$ cat config.mk
export PLATFORM = sky130hd
export DESIGN_NAME = oms_supervisor
export DESIGN_NICKNAME = d
export VERILOG_FILES = /design/src/oms_pkg.sv /design/src/oms_filter.sv /design/src/oms_timer.sv /design/src/oms_supervisor.sv
export SDC_FILE = /design/constraint.sdc
export NUM_CORES = 1
export LEC_CHECK = 0
export BUFFER_PORTS_ARGS = -buffer_cell sky130_fd_sc_hd__buf_2
export CAP_MARGIN = 20
export CORE_MARGIN = 5
export CORE_UTILIZATION = 39
export DETAILED_ROUTE_END_ITERATION = 10
export MAX_ROUTING_LAYER = met4
export PLACE_DENSITY = 0.53
export SYNTH_ARGS = -nofsm -noshare
export SYNTH_HDL_FRONTEND = slang
export SYNTH_SLANG_ARGS = --single-unit
$ cat constraint.sdc
create_clock -name clk_i -period 3 [get_ports clk_i]
set_input_delay 0.45 -clock clk_i [delete_from_list [all_inputs] [get_ports clk_i]]
set_output_delay 0.45 -clock clk_i [all_outputs]
set_load 0.02 [all_outputs]
$ cat src/oms_pkg.sv
package oms_pkg;

  // ------------------------------------------------------------
  // Clock and time figures
  // ------------------------------------------------------------
  localparam int CLK_NS = 4;
  localparam int T_REJECT_NS = 4500;
  localparam int T_RESET_NS = 10000;
  localparam int T_TICK_NS = 500000;
  localparam int T_WR_NS = 13000000;
  localparam int T_INIT_NS = 300000000;
  localparam int T_INIT2_NS = 200000000;
  localparam int T_DATA_NS = 400000000;
  localparam int T_TO_NS = 30000000;

  // Least times round up, longest times round down
  localparam int FILT_CYC = T_REJECT_NS / CLK_NS + 1;
  localparam int RESET_CYC = (T_RESET_NS + CLK_NS - 1) / CLK_NS;
  localparam int TICK_CYC = T_TICK_NS / CLK_NS;
  localparam int WR_CYC = T_WR_NS / CLK_NS;
  localparam int INIT_CYC = T_INIT_NS / CLK_NS;
  localparam int LOOP_CYC = T_INIT2_NS / CLK_NS;
  localparam int DATA_CYC = T_DATA_NS / CLK_NS;
  localparam int TO_CYC = T_TO_NS / CLK_NS;

  // ------------------------------------------------------------
  // Register map (byte addresses)
  // ------------------------------------------------------------
  localparam logic [7:0] ADR_CTRL = 8'h00;
  localparam logic [7:0] ADR_STATUS = 8'h04;
  localparam logic [7:0] ADR_MASKINT = 8'h08;
  localparam logic [7:0] ADR_IRQ_STAT = 8'h0c;
  localparam logic [7:0] ADR_IRQ_MASK = 8'h10;

  localparam int CTRL_SOFT_OFF = 0;
  localparam int CTRL_RATE_OUT = 1;
  localparam int CTRL_SOFT_FAULT = 2;
  localparam logic [2:0] CTRL_RST = 3'h0;
  localparam logic [7:0] MASKINT_RST = 8'h04;
  localparam logic [3:0] IRQ_MASK_RST = 4'h0;
  localparam logic [6:0] DEV_ADDR_DEF = 7'h50;

  // ------------------------------------------------------------
  // Carriers and states
  // ------------------------------------------------------------
  typedef struct packed {
    logic laser_on;
    logic nvm_busy;
    logic data_ready;
    logic loop_on;
    logic rate_in;
    logic rx_lost;
    logic tx_off;
    logic tx_fault;
  } oms_status_t;

  typedef struct packed {
    logic bus_to;
    logic nvm_done;
    logic los_chg;
    logic fault;
  } oms_irq_t;

  typedef enum logic [3:0] {
    SUP_INIT = 4'b0001,
    SUP_RUN = 4'b0010,
    SUP_FAULT = 4'b0100,
    SUP_OFF = 4'b1000
  } oms_sup_t;

  typedef enum logic [3:0] {
    SER_IDLE = 4'b0001,
    SER_RECV = 4'b0010,
    SER_ACK = 4'b0100,
    SER_SKIP = 4'b1000
  } oms_ser_t;

endpackage : oms_pkg

$ cat src/oms_filter.sv
`timescale 1ns/1ns
module oms_filter #(
  parameter int STABLE = 1,
  parameter int W = 11
) (
  input wire logic clk_i,
  input wire logic rst_i,
  input wire logic ce_i,
  input wire logic raw_i,
  output logic out_o
);
  import oms_pkg::*;

  logic meta_r;
  logic sync_r;
  logic [W-1:0] cnt_r;

  // Two flops before anything looks at the pin
  always_ff @(posedge clk_i) begin
    if (rst_i) begin
      meta_r <= 1'b0;
      sync_r <= 1'b0;
    end else if (ce_i) begin
      meta_r <= raw_i;
      sync_r <= meta_r;
    end
  end

  // Output follows only after STABLE equal samples
  always_ff @(posedge clk_i) begin
    if (rst_i) begin
      cnt_r <= '0;
      out_o <= 1'b0;
    end else if (ce_i) begin
      if (sync_r == out_o) begin
        cnt_r <= '0;
      end else if (cnt_r >= W'(STABLE - 1)) begin
        cnt_r <= '0;
        out_o <= sync_r;
      end else begin
        cnt_r <= cnt_r + 1'b1;
      end
    end
  end

endmodule : oms_filter

$ cat src/oms_timer.sv
`timescale 1ns/1ns
module oms_timer #(
  parameter int W = 27
) (
  input wire logic clk_i,
  input wire logic rst_i,
  input wire logic ce_i,
  input wire logic start_i,
  input wire logic clear_i,
  input wire logic [W-1:0] load_i,
  output logic busy_o,
  output logic done_o
);
  import oms_pkg::*;

  logic [W-1:0] cnt_r;

  always_ff @(posedge clk_i) begin
    if (rst_i) begin
      cnt_r <= '0;
      busy_o <= 1'b0;
      done_o <= 1'b0;
    end else if (ce_i) begin
      done_o <= 1'b0;
      if (clear_i) begin
        busy_o <= 1'b0;
        cnt_r <= '0;
      end else if (start_i) begin
        busy_o <= 1'b1;
        cnt_r <= load_i;
      end else if (busy_o) begin
        if (cnt_r <= W'(1)) begin
          busy_o <= 1'b0;
          done_o <= 1'b1;
        end
        cnt_r <= cnt_r - 1'b1;
      end
    end
  end

endmodule : oms_timer

$ cat src/oms_supervisor.sv
`timescale 1ns/1ns
module oms_supervisor #(
  parameter int unsigned TICK_N = oms_pkg::TICK_CYC,
  parameter int unsigned WR_N = oms_pkg::WR_CYC,
  parameter int unsigned INIT_N = oms_pkg::INIT_CYC,
  parameter int unsigned LOOP_N = oms_pkg::LOOP_CYC,
  parameter int unsigned DATA_N = oms_pkg::DATA_CYC,
  parameter int unsigned TO_N = oms_pkg::TO_CYC,
  parameter logic [6:0] DEV_ADDR = oms_pkg::DEV_ADDR_DEF
) (
  input wire logic clk_i,
  input wire logic rst_i,
  input wire logic ce_i,
  input wire logic wb_cyc_i,
  input wire logic wb_stb_i,
  input wire logic wb_we_i,
  input wire logic [7:0] wb_adr_i,
  input wire logic [3:0] wb_sel_i,
  input wire logic [31:0] wb_dat_i,
  output logic [31:0] wb_dat_o,
  output logic wb_ack_o,
  input wire logic tx_off_request_i,
  input wire logic tx_fault_cmp_i,
  input wire logic rx_loss_cmp_i,
  input wire logic rate_select_in_i,
  output logic tx_fault_out_o,
  output logic rate_select_out_o,
  output logic rx_signal_lost_o,
  output logic laser_drive_on_o,
  output logic auto_laser_power_loop_o,
  output logic int_o,
  input wire logic scl_i,
  input wire logic sda_i,
  output logic sda_o,
  output logic sda_oe_o
);
  import oms_pkg::*;

  localparam int CW = 27;
  localparam int NIN = 6;

  function automatic logic hit(input logic [7:0] adr, input logic [7:0] off);
    hit = (adr[7:2] == off[7:2]);
  endfunction : hit

  // ------------------------------------------------------------
  // Input conditioning
  // ------------------------------------------------------------
  logic [NIN-1:0] raw;
  logic [NIN-1:0] flt;
  assign raw = {sda_i, scl_i, rate_select_in_i, tx_off_request_i, rx_loss_cmp_i, tx_fault_cmp_i};

  genvar gi;
  generate
    for (gi = 0; gi < NIN; gi++) begin : g_in
      // Comparators get the long filter, plain pins a bare sync
      oms_filter #(
        .STABLE((gi < 2) ? FILT_CYC : 1),
        .W(11)
      ) u_flt (
        .clk_i(clk_i),
        .rst_i(rst_i),
        .ce_i(ce_i),
        .raw_i(raw[gi]),
        .out_o(flt[gi])
      );
    end
  endgenerate

  logic fault_f;
  logic los_f;
  logic off_pin;
  logic rate_in;
  logic scl_s;
  logic sda_s;
  assign fault_f = flt[0];
  assign los_f = flt[1];
  assign off_pin = flt[2];
  assign rate_in = flt[3];
  assign scl_s = flt[4];
  assign sda_s = flt[5];

  // ------------------------------------------------------------
  // Registers
  // ------------------------------------------------------------
  logic [2:0] ctrl_r;
  logic [7:0] maskint_r;
  oms_irq_t irq_stat_r;
  oms_irq_t irq_mask_r;
  oms_irq_t irq_set;
  oms_status_t status;
  logic wb_req;
  logic wb_wr;

  assign wb_req = wb_cyc_i & wb_stb_i & ~wb_ack_o;
  assign wb_wr = wb_req & wb_we_i & wb_sel_i[0];

  always_ff @(posedge clk_i) begin
    if (rst_i) begin
      wb_ack_o <= 1'b0;
      wb_dat_o <= 32'h0;
    end else if (ce_i) begin
      wb_ack_o <= wb_req;
      wb_dat_o <= 32'h0;
      if (wb_req && !wb_we_i) begin
        if (hit(wb_adr_i, ADR_CTRL)) wb_dat_o[2:0] <= ctrl_r;
        if (hit(wb_adr_i, ADR_STATUS)) wb_dat_o[7:0] <= status;
        if (hit(wb_adr_i, ADR_MASKINT)) wb_dat_o[7:0] <= maskint_r;
        if (hit(wb_adr_i, ADR_IRQ_STAT)) wb_dat_o[3:0] <= irq_stat_r;
        if (hit(wb_adr_i, ADR_IRQ_MASK)) wb_dat_o[3:0] <= irq_mask_r;
      end
    end
  end

  always_ff @(posedge clk_i) begin
    if (rst_i) begin
      ctrl_r <= CTRL_RST;
      maskint_r <= MASKINT_RST;
      irq_mask_r <= IRQ_MASK_RST;
    end else if (ce_i && wb_wr) begin
      if (hit(wb_adr_i, ADR_CTRL)) ctrl_r <= wb_dat_i[2:0];
      if (hit(wb_adr_i, ADR_MASKINT)) maskint_r <= wb_dat_i[7:0];
      if (hit(wb_adr_i, ADR_IRQ_MASK)) irq_mask_r <= wb_dat_i[3:0];
    end
  end

  // Set wins over a write-one-to-clear in the same cycle
  always_ff @(posedge clk_i) begin
    if (rst_i) begin
      irq_stat_r <= '0;
    end else if (ce_i) begin
      if (wb_wr && hit(wb_adr_i, ADR_IRQ_STAT)) begin
        irq_stat_r <= (irq_stat_r & ~wb_dat_i[3:0]) | irq_set;
      end else begin
        irq_stat_r <= irq_stat_r | irq_set;
      end
    end
  end

  // ------------------------------------------------------------
  // Power-on deadlines
  // ------------------------------------------------------------
  logic [CW-1:0] pwr_cnt_r;
  logic loop_on_r;
  logic data_ready_r;

  always_ff @(posedge clk_i) begin
    if (rst_i) begin
      pwr_cnt_r <= '0;
      loop_on_r <= 1'b0;
      data_ready_r <= 1'b0;
    end else if (ce_i) begin
      if (!data_ready_r) pwr_cnt_r <= pwr_cnt_r + 1'b1;
      if (pwr_cnt_r >= CW'(LOOP_N - 1)) loop_on_r <= 1'b1;
      if (pwr_cnt_r >= CW'(DATA_N - 1)) data_ready_r <= 1'b1;
    end
  end

  // ------------------------------------------------------------
  // Transmitter supervisor
  // ------------------------------------------------------------
  oms_sup_t sup_r;
  logic tx_off;
  logic init_kick_r;
  logic init_done;
  logic hold_done;
  logic hold_busy;
  logic [CW-1:0] tick_cnt_r;
  logic [7:0] mask_ticks_r;

  assign tx_off = off_pin | ctrl_r[CTRL_SOFT_OFF];

  oms_timer #(.W(CW)) u_init (
    .clk_i(clk_i),
    .rst_i(rst_i),
    .ce_i(ce_i),
    .start_i(init_kick_r),
    .clear_i(tx_off),
    .load_i(CW'(INIT_N)),
    .busy_o(),
    .done_o(init_done)
  );

  // Restarted on every rise, so a short request never completes
  oms_timer #(.W(CW)) u_hold (
    .clk_i(clk_i),
    .rst_i(rst_i),
    .ce_i(ce_i),
    .start_i(tx_off & (sup_r == SUP_FAULT) & ~hold_busy),
    .clear_i(~tx_off),
    .load_i(CW'(RESET_CYC)),
    .busy_o(hold_busy),
    .done_o(hold_done)
  );

  // Mask interval ticks, counted only during initialisation
  always_ff @(posedge clk_i) begin
    if (rst_i) begin
      tick_cnt_r <= '0;
      mask_ticks_r <= 8'h0;
    end else if (ce_i) begin
      if (sup_r != SUP_INIT) begin
        tick_cnt_r <= '0;
        mask_ticks_r <= 8'h0;
      end else if (tick_cnt_r >= CW'(TICK_N - 1)) begin
        tick_cnt_r <= '0;
        if (mask_ticks_r != 8'hff) mask_ticks_r <= mask_ticks_r + 8'h1;
      end else begin
        tick_cnt_r <= tick_cnt_r + 1'b1;
      end
    end
  end

  always_ff @(posedge clk_i) begin
    if (rst_i) begin
      sup_r <= SUP_INIT;
      init_kick_r <= 1'b1;
    end else if (ce_i) begin
      init_kick_r <= 1'b0;
      case (sup_r)
        SUP_INIT: begin
          if (tx_off) sup_r <= SUP_OFF;
          else if (mask_ticks_r >= maskint_r || init_done) sup_r <= SUP_RUN;
        end
        SUP_RUN: begin
          if (tx_off) sup_r <= SUP_OFF;
          else if (fault_f) sup_r <= SUP_FAULT;
        end
        SUP_FAULT: begin
          if (hold_done) sup_r <= SUP_OFF;
        end
        SUP_OFF: begin
          if (!tx_off) begin
            sup_r <= SUP_INIT;
            init_kick_r <= 1'b1;
          end
        end
        default: sup_r <= SUP_INIT;
      endcase
    end
  end

  // ------------------------------------------------------------
  // Serial slave
  // ------------------------------------------------------------
  oms_ser_t ser_r;
  logic scl_q_r;
  logic sda_q_r;
  logic [7:0] shift_r;
  logic [3:0] bit_r;
  logic addr_ph_r;
  logic acked_r;
  logic [2:0] nbytes_r;
  logic [CW-1:0] to_cnt_r;
  logic nvm_busy;
  logic nvm_done;
  logic nvm_start;
  logic ser_to;
  logic scl_rise;
  logic scl_fall;
  logic start_c;
  logic stop_c;

  assign scl_rise = scl_s & ~scl_q_r;
  assign scl_fall = ~scl_s & scl_q_r;
  assign start_c = scl_s & scl_q_r & sda_q_r & ~sda_s;
  assign stop_c = scl_s & scl_q_r & ~sda_q_r & sda_s;
  assign nvm_start = stop_c & (ser_r != SER_IDLE) & (nbytes_r != 3'h0);
  assign ser_to = (ser_r != SER_IDLE) && (to_cnt_r >= CW'(TO_N - 1));

  oms_timer #(.W(CW)) u_nvm (
    .clk_i(clk_i),
    .rst_i(rst_i),
    .ce_i(ce_i),
    .start_i(nvm_start),
    .clear_i(1'b0),
    .load_i(CW'(WR_N)),
    .busy_o(nvm_busy),
    .done_o(nvm_done)
  );

  // Clock held low mid transaction
  always_ff @(posedge clk_i) begin
    if (rst_i) begin
      to_cnt_r <= '0;
    end else if (ce_i) begin
      if (ser_r == SER_IDLE || scl_s) to_cnt_r <= '0;
      else to_cnt_r <= to_cnt_r + 1'b1;
    end
  end

  always_ff @(posedge clk_i) begin
    if (rst_i) begin
      scl_q_r <= 1'b1;
      sda_q_r <= 1'b1;
      ser_r <= SER_IDLE;
      shift_r <= 8'h0;
      bit_r <= 4'h0;
      addr_ph_r <= 1'b0;
      acked_r <= 1'b0;
      nbytes_r <= 3'h0;
      sda_oe_o <= 1'b0;
    end else if (ce_i) begin
      scl_q_r <= scl_s;
      sda_q_r <= sda_s;
      if (ser_to || stop_c) begin
        ser_r <= SER_IDLE;
        sda_oe_o <= 1'b0;
        nbytes_r <= 3'h0;
      end else if (start_c) begin
        ser_r <= SER_RECV;
        bit_r <= 4'h0;
        addr_ph_r <= 1'b1;
        nbytes_r <= 3'h0;
        sda_oe_o <= 1'b0;
      end else begin
        case (ser_r)
          SER_IDLE: sda_oe_o <= 1'b0;
          SER_RECV: begin
            if (scl_rise) begin
              shift_r <= {shift_r[6:0], sda_s};
              bit_r <= bit_r + 4'h1;
            end
            if (scl_fall && bit_r == 4'h8) begin
              acked_r <= addr_ph_r ? (shift_r[7:1] == DEV_ADDR && !shift_r[0] && !nvm_busy) : 1'b1;
              sda_oe_o <= addr_ph_r ? (shift_r[7:1] == DEV_ADDR && !shift_r[0] && !nvm_busy) : 1'b1;
              if (!addr_ph_r && nbytes_r != 3'h7) nbytes_r <= nbytes_r + 3'h1;
              ser_r <= SER_ACK;
            end
          end
          SER_ACK: begin
            if (scl_fall) begin
              sda_oe_o <= 1'b0;
              bit_r <= 4'h0;
              addr_ph_r <= 1'b0;
              ser_r <= acked_r ? SER_RECV : SER_SKIP;
            end
          end
          SER_SKIP: sda_oe_o <= 1'b0;
          default: ser_r <= SER_IDLE;
        endcase
      end
    end
  end

  // ------------------------------------------------------------
  // Events and pins
  // ------------------------------------------------------------
  logic los_q_r;
  logic to_q_r;

  always_ff @(posedge clk_i) begin
    if (rst_i) begin
      los_q_r <= 1'b0;
      to_q_r <= 1'b0;
    end else if (ce_i) begin
      los_q_r <= los_f;
      to_q_r <= ser_to;
    end
  end

  always_comb begin
    irq_set = '0;
    irq_set.fault = (sup_r == SUP_RUN) & fault_f & ~tx_off;
    irq_set.los_chg = los_f ^ los_q_r;
    irq_set.nvm_done = nvm_done;
    irq_set.bus_to = ser_to & ~to_q_r;
  end

  always_comb begin
    status = '0;
    status.laser_on = laser_drive_on_o;
    status.nvm_busy = nvm_busy;
    status.data_ready = data_ready_r;
    status.loop_on = loop_on_r;
    status.rate_in = rate_in;
    status.rx_lost = los_f;
    status.tx_off = off_pin;
    status.tx_fault = tx_fault_out_o;
  end

  // Fault pin stays up through init, so the host sees no false ready
  always_ff @(posedge clk_i) begin
    if (rst_i) begin
      tx_fault_out_o <= 1'b1;
      rate_select_out_o <= 1'b0;
      rx_signal_lost_o <= 1'b0;
      laser_drive_on_o <= 1'b0;
      auto_laser_power_loop_o <= 1'b0;
      int_o <= 1'b0;
      sda_o <= 1'b0;
    end else if (ce_i) begin
      tx_fault_out_o <= (sup_r == SUP_INIT) | (sup_r == SUP_FAULT) | ctrl_r[CTRL_SOFT_FAULT];
      rate_select_out_o <= ctrl_r[CTRL_RATE_OUT];
      rx_signal_lost_o <= los_f;
      laser_drive_on_o <= ((sup_r == SUP_INIT) | (sup_r == SUP_RUN)) & ~tx_off;
      auto_laser_power_loop_o <= loop_on_r;
      int_o <= |(irq_stat_r & irq_mask_r);
      sda_o <= 1'b0;
    end
  end

endmodule : oms_supervisor

==> key figures <==
Placement
  – Post-DP HPWL: 22100 um
  – Post-placement cell count: 2095
  – Gpl congestion: 0.804
  – PortBufs: 42

Timing
  – Fmax achieved: 399 MHz
  – Final Skew: 24.7 ps
  – Setup violators final: 0
  – Worst relative slew slack: 0.479
  – Max Slew Vio Count: 0
  – Least-Margin Pin Slew: 775 ps
  – Min Clock Period, post-route: 2510 ps
  – Part of the cycle the worst path needs: 0.835
  – Final TNS setup: 0 ps
  – RSZ-0062 raised after global routing: false
  – Fin. Hold Viols: 0

Worst hold path
  – Min-Delay Startpoint: rate_select_in_i
  – Hold Crit Depth: 3
  – Worst min path class: input pin to register
  – Hold worst-path end: g_in[3].u_flt.meta_r

Yosys
  – Top-area cell type share of the netlist area: 0.410
  – Synth cell types: 86
  – Main synth FF type: dfxtp_1
  – Async SR Flop Fraction: 0
  – Synth Register Bits: 282
  – Post-synth EDFFs: 0
  – YS warnings: 0
  – Post-synthesis cell count: 1638
  – Seq/Total Area, Yosys: 0.410
  – Mapped Area: 13800 sq um
  – Syn_area_per_cell: 8.41 sq um
  – Yosys top cell by area: dfxtp_1
  – Top cells by area in the synthesized netlist: dfxtp_1 (41%), nor2_1 (6.3%), mux2i_1 (3.9%)

Worst setup path
  – R2r setup slk: 490 ps
  – Critical R2R Capture: g_in[0].u_flt.cnt_r[10]
  – Worst EP required: 3440 ps
  – Worst R2R Path Depth: 8
  – WS Path Type: register to register
  – Critical path launch point type: register
  – Critical Path Sink Type: register
  – WP data arrival: 2950 ps
  – R2r startpoint: g_in[0].u_flt.cnt_r[1]
  – Max Fanout on Critical Path: 12

Drt
  – Top Metal Used: met4
  – Post-DRT Antenna Nets: 0
  – Met1 wire length: 15700 um
  – DRT Pass-1 Iters: 5
  – Met3 WL: 1270 um
  – Met2 routed WL: 14900 um
  – Drt total wl: 32600 um
  – Via-per-instance ratio: 5.34
  – DR vias: 11500
  – DRT iter0 DRCs: 536
  – DRC errors left: 0
  – Wire length per cell: 15.1 um

Global route
  – Wire length of the first global-routing pass: 54700 um
  – Initial antenna violation count: 1
  – GRT Residual Overflow: 0
  – Number of global-route vias before repair: 11000
  – Largest net degree at the start of global routing: 107
  – Global Route Usage Sum: 0.169

Power and ir drop
  – Max VDD drop: 0.399 mV
  – P per Cell Area: 571 nW/um^2
  – Final Power: 8950 uW
  – Leak Pwr: 0.00591 uW

Status
  – Status: completed

Floorplan
  – Initial cell density of the core: 0.397
  – Die W: 198 um
  – Die Span Y: 198 um
  – Die area: 39200 sq um
  – Ports: 97
  – # rows: 68
  – Core area: 34700 sq um

Clock tree
  – CTS Root Cell: clkbuf_16
  – Clk buf depth: 3
  – CTS tree: done
  – H-Tree Depth: 2
  – Skew-Pair Late Insertion Delay: 530 ps
  – CTS Hold Buffers Added: 0
  – CTS clk-pin slew, worst paths: 50 ps
  – Total CTS buffers: 36
  – Setup bufs post-CTS: 0
  – Clk sink count: 282
  – Post-CTS Resized: 0

Flow run
  – Max-Cap Viols: 0

Finish
  – Final std cells w/o fill: 2157
  – Final-stage net count: 1761
  – Share of layout cells above drive strength 1: 0.0994
  – Area added between synthesis and finish: 13.8%
[layout by cell type (no fill, tap or decap), types with 33 or more instances in the layout]
cell	netlist	final
dfxtp_1	282	282
nor2_1	233	233
nand2_1	115	115
a21oi_1	103	103
o21ai_0	74	74
nand3_1	65	65
nor3_1	62	62
mux2i_1	54	54
xor2_1	53	53
xnor2_1	49	49
inv_1	46	46
buf_2	9	40
clkbuf_16	0	38
or3_1	33	33
[power breakdown]
group / switching [uW] / internal, uW / total, uW / leakage [uW]
sequential: 68.0 / 3810 / 3880 / 0.00228
combinational: 424 / 247 / 670 / 0.00303
clock: 1640 / 2760 / 4400 / 0.000601
[cell usage after synthesis, drive strengths merged (10+ instances only)]
master / count
nand4b: 10
xnor2: 49
buf: 41
xor2: 53
nor4: 37
a21o: 10
nand2b: 15
nor3: 62
nor2: 235
or3: 34
dfxtp: 282
ha: 27
inv: 47
nand2: 115
o31ai: 10
or4: 21
o21ai: 83
mux2i: 54
nand3: 66
a22oi: 15
and3: 24
nor2b: 11
a21oi: 103
and2: 20
clkbuf: 55
nand4: 28
[layer usage]
metal	global-route usage	vias to the layer above
met5	-	-
met1	0.222	5412
li1	-	5893
met3	0.0276	53
met4	0.0490	0
met2	0.269	154
[state kept, by name, indices dropped and copies added (netlist names), 22 cells and up]
register          cells
u_init.cnt_r         27
u_hold.cnt_r         27
pwr_cnt_r            27
g_in.u_flt.cnt_r     22
tick_cnt_r           27
u_nvm.cnt_r          27
to_cnt_r             27
[layout make-up]
class / count / area [sq um]
multi-input combinational: 1237 / 7580
fill: 3486 / 19000
tap: 455 / 569
timing repair buffer: 74 / 484
inverter: 47 / 176
antenna: 1 / 2.50
clock buffer: 51 / 1080
clock inverter: 10 / 139
sequential: 282 / 5650
[worst max-delay path: stages (launching register included)]
cell and delay (ps):
dfxtp_1 410, inv_1 60, ha_1 170, o31ai_1 190
a21oi_1 100, o41a_1 410, or3_1 590, nor3_1 320
a32o_1 200
[through the flow]
step / utilization / hold slack [ps] / setup slack, ps / area, sq um
final: 0.452 / 164 / 494 / 15700
after global routing: 0.452 / 147 / 242 / 15700
after CTS: 0.452 / 136 / 475 / 15700
after detailed placement: 0.416 / 445 / 490 / 14500
after global placement: 0.416 / 440 / 524 / 14500
after floorplan: - / 427 / 806 / 13900
[kinds of logic (layout without fill, tap and decap cells)]
logic type,Yosys count,count (layout),share of synthesized area
buffers and inverters,143,182,0.0468
AO/OA/AOI/OAI,308,308,0.142
other,1,26,0.000272
flip-flops,282,282,0.410
multiplexers,60,60,0.0466
adder cells (fa/ha/maj),27,27,0.0245
AND/OR/NAND/NOR,715,715,0.266
XOR/XNOR,102,102,0.0648
[how the worst max path moves through the flow]
| stage | endpoint | start | cells after the start | slack (ps) |
|---|---|---|---|---|
| 2_1_floorplan | g_in[0].u_flt.cnt_r[8] | g_in[0].u_flt.cnt_r[1] | 9 | 810 |
| 3_3_place_gp | g_in[0].u_flt.cnt_r[10] | g_in[0].u_flt.cnt_r[1] | 8 | 520 |
| 3_5_place_dp | g_in[0].u_flt.cnt_r[10] | g_in[0].u_flt.cnt_r[1] | 8 | 490 |
| 4_1_cts | g_in[0].u_flt.cnt_r[10] | g_in[0].u_flt.cnt_r[1] | 8 | 480 |
| 5_1_grt | g_in[0].u_flt.cnt_r[10] | g_in[0].u_flt.cnt_r[1] | 8 | 240 |
| 6_report | g_in[0].u_flt.cnt_r[10] | g_in[0].u_flt.cnt_r[1] | 8 | 490 |
(Power assumes the default switching activity.)
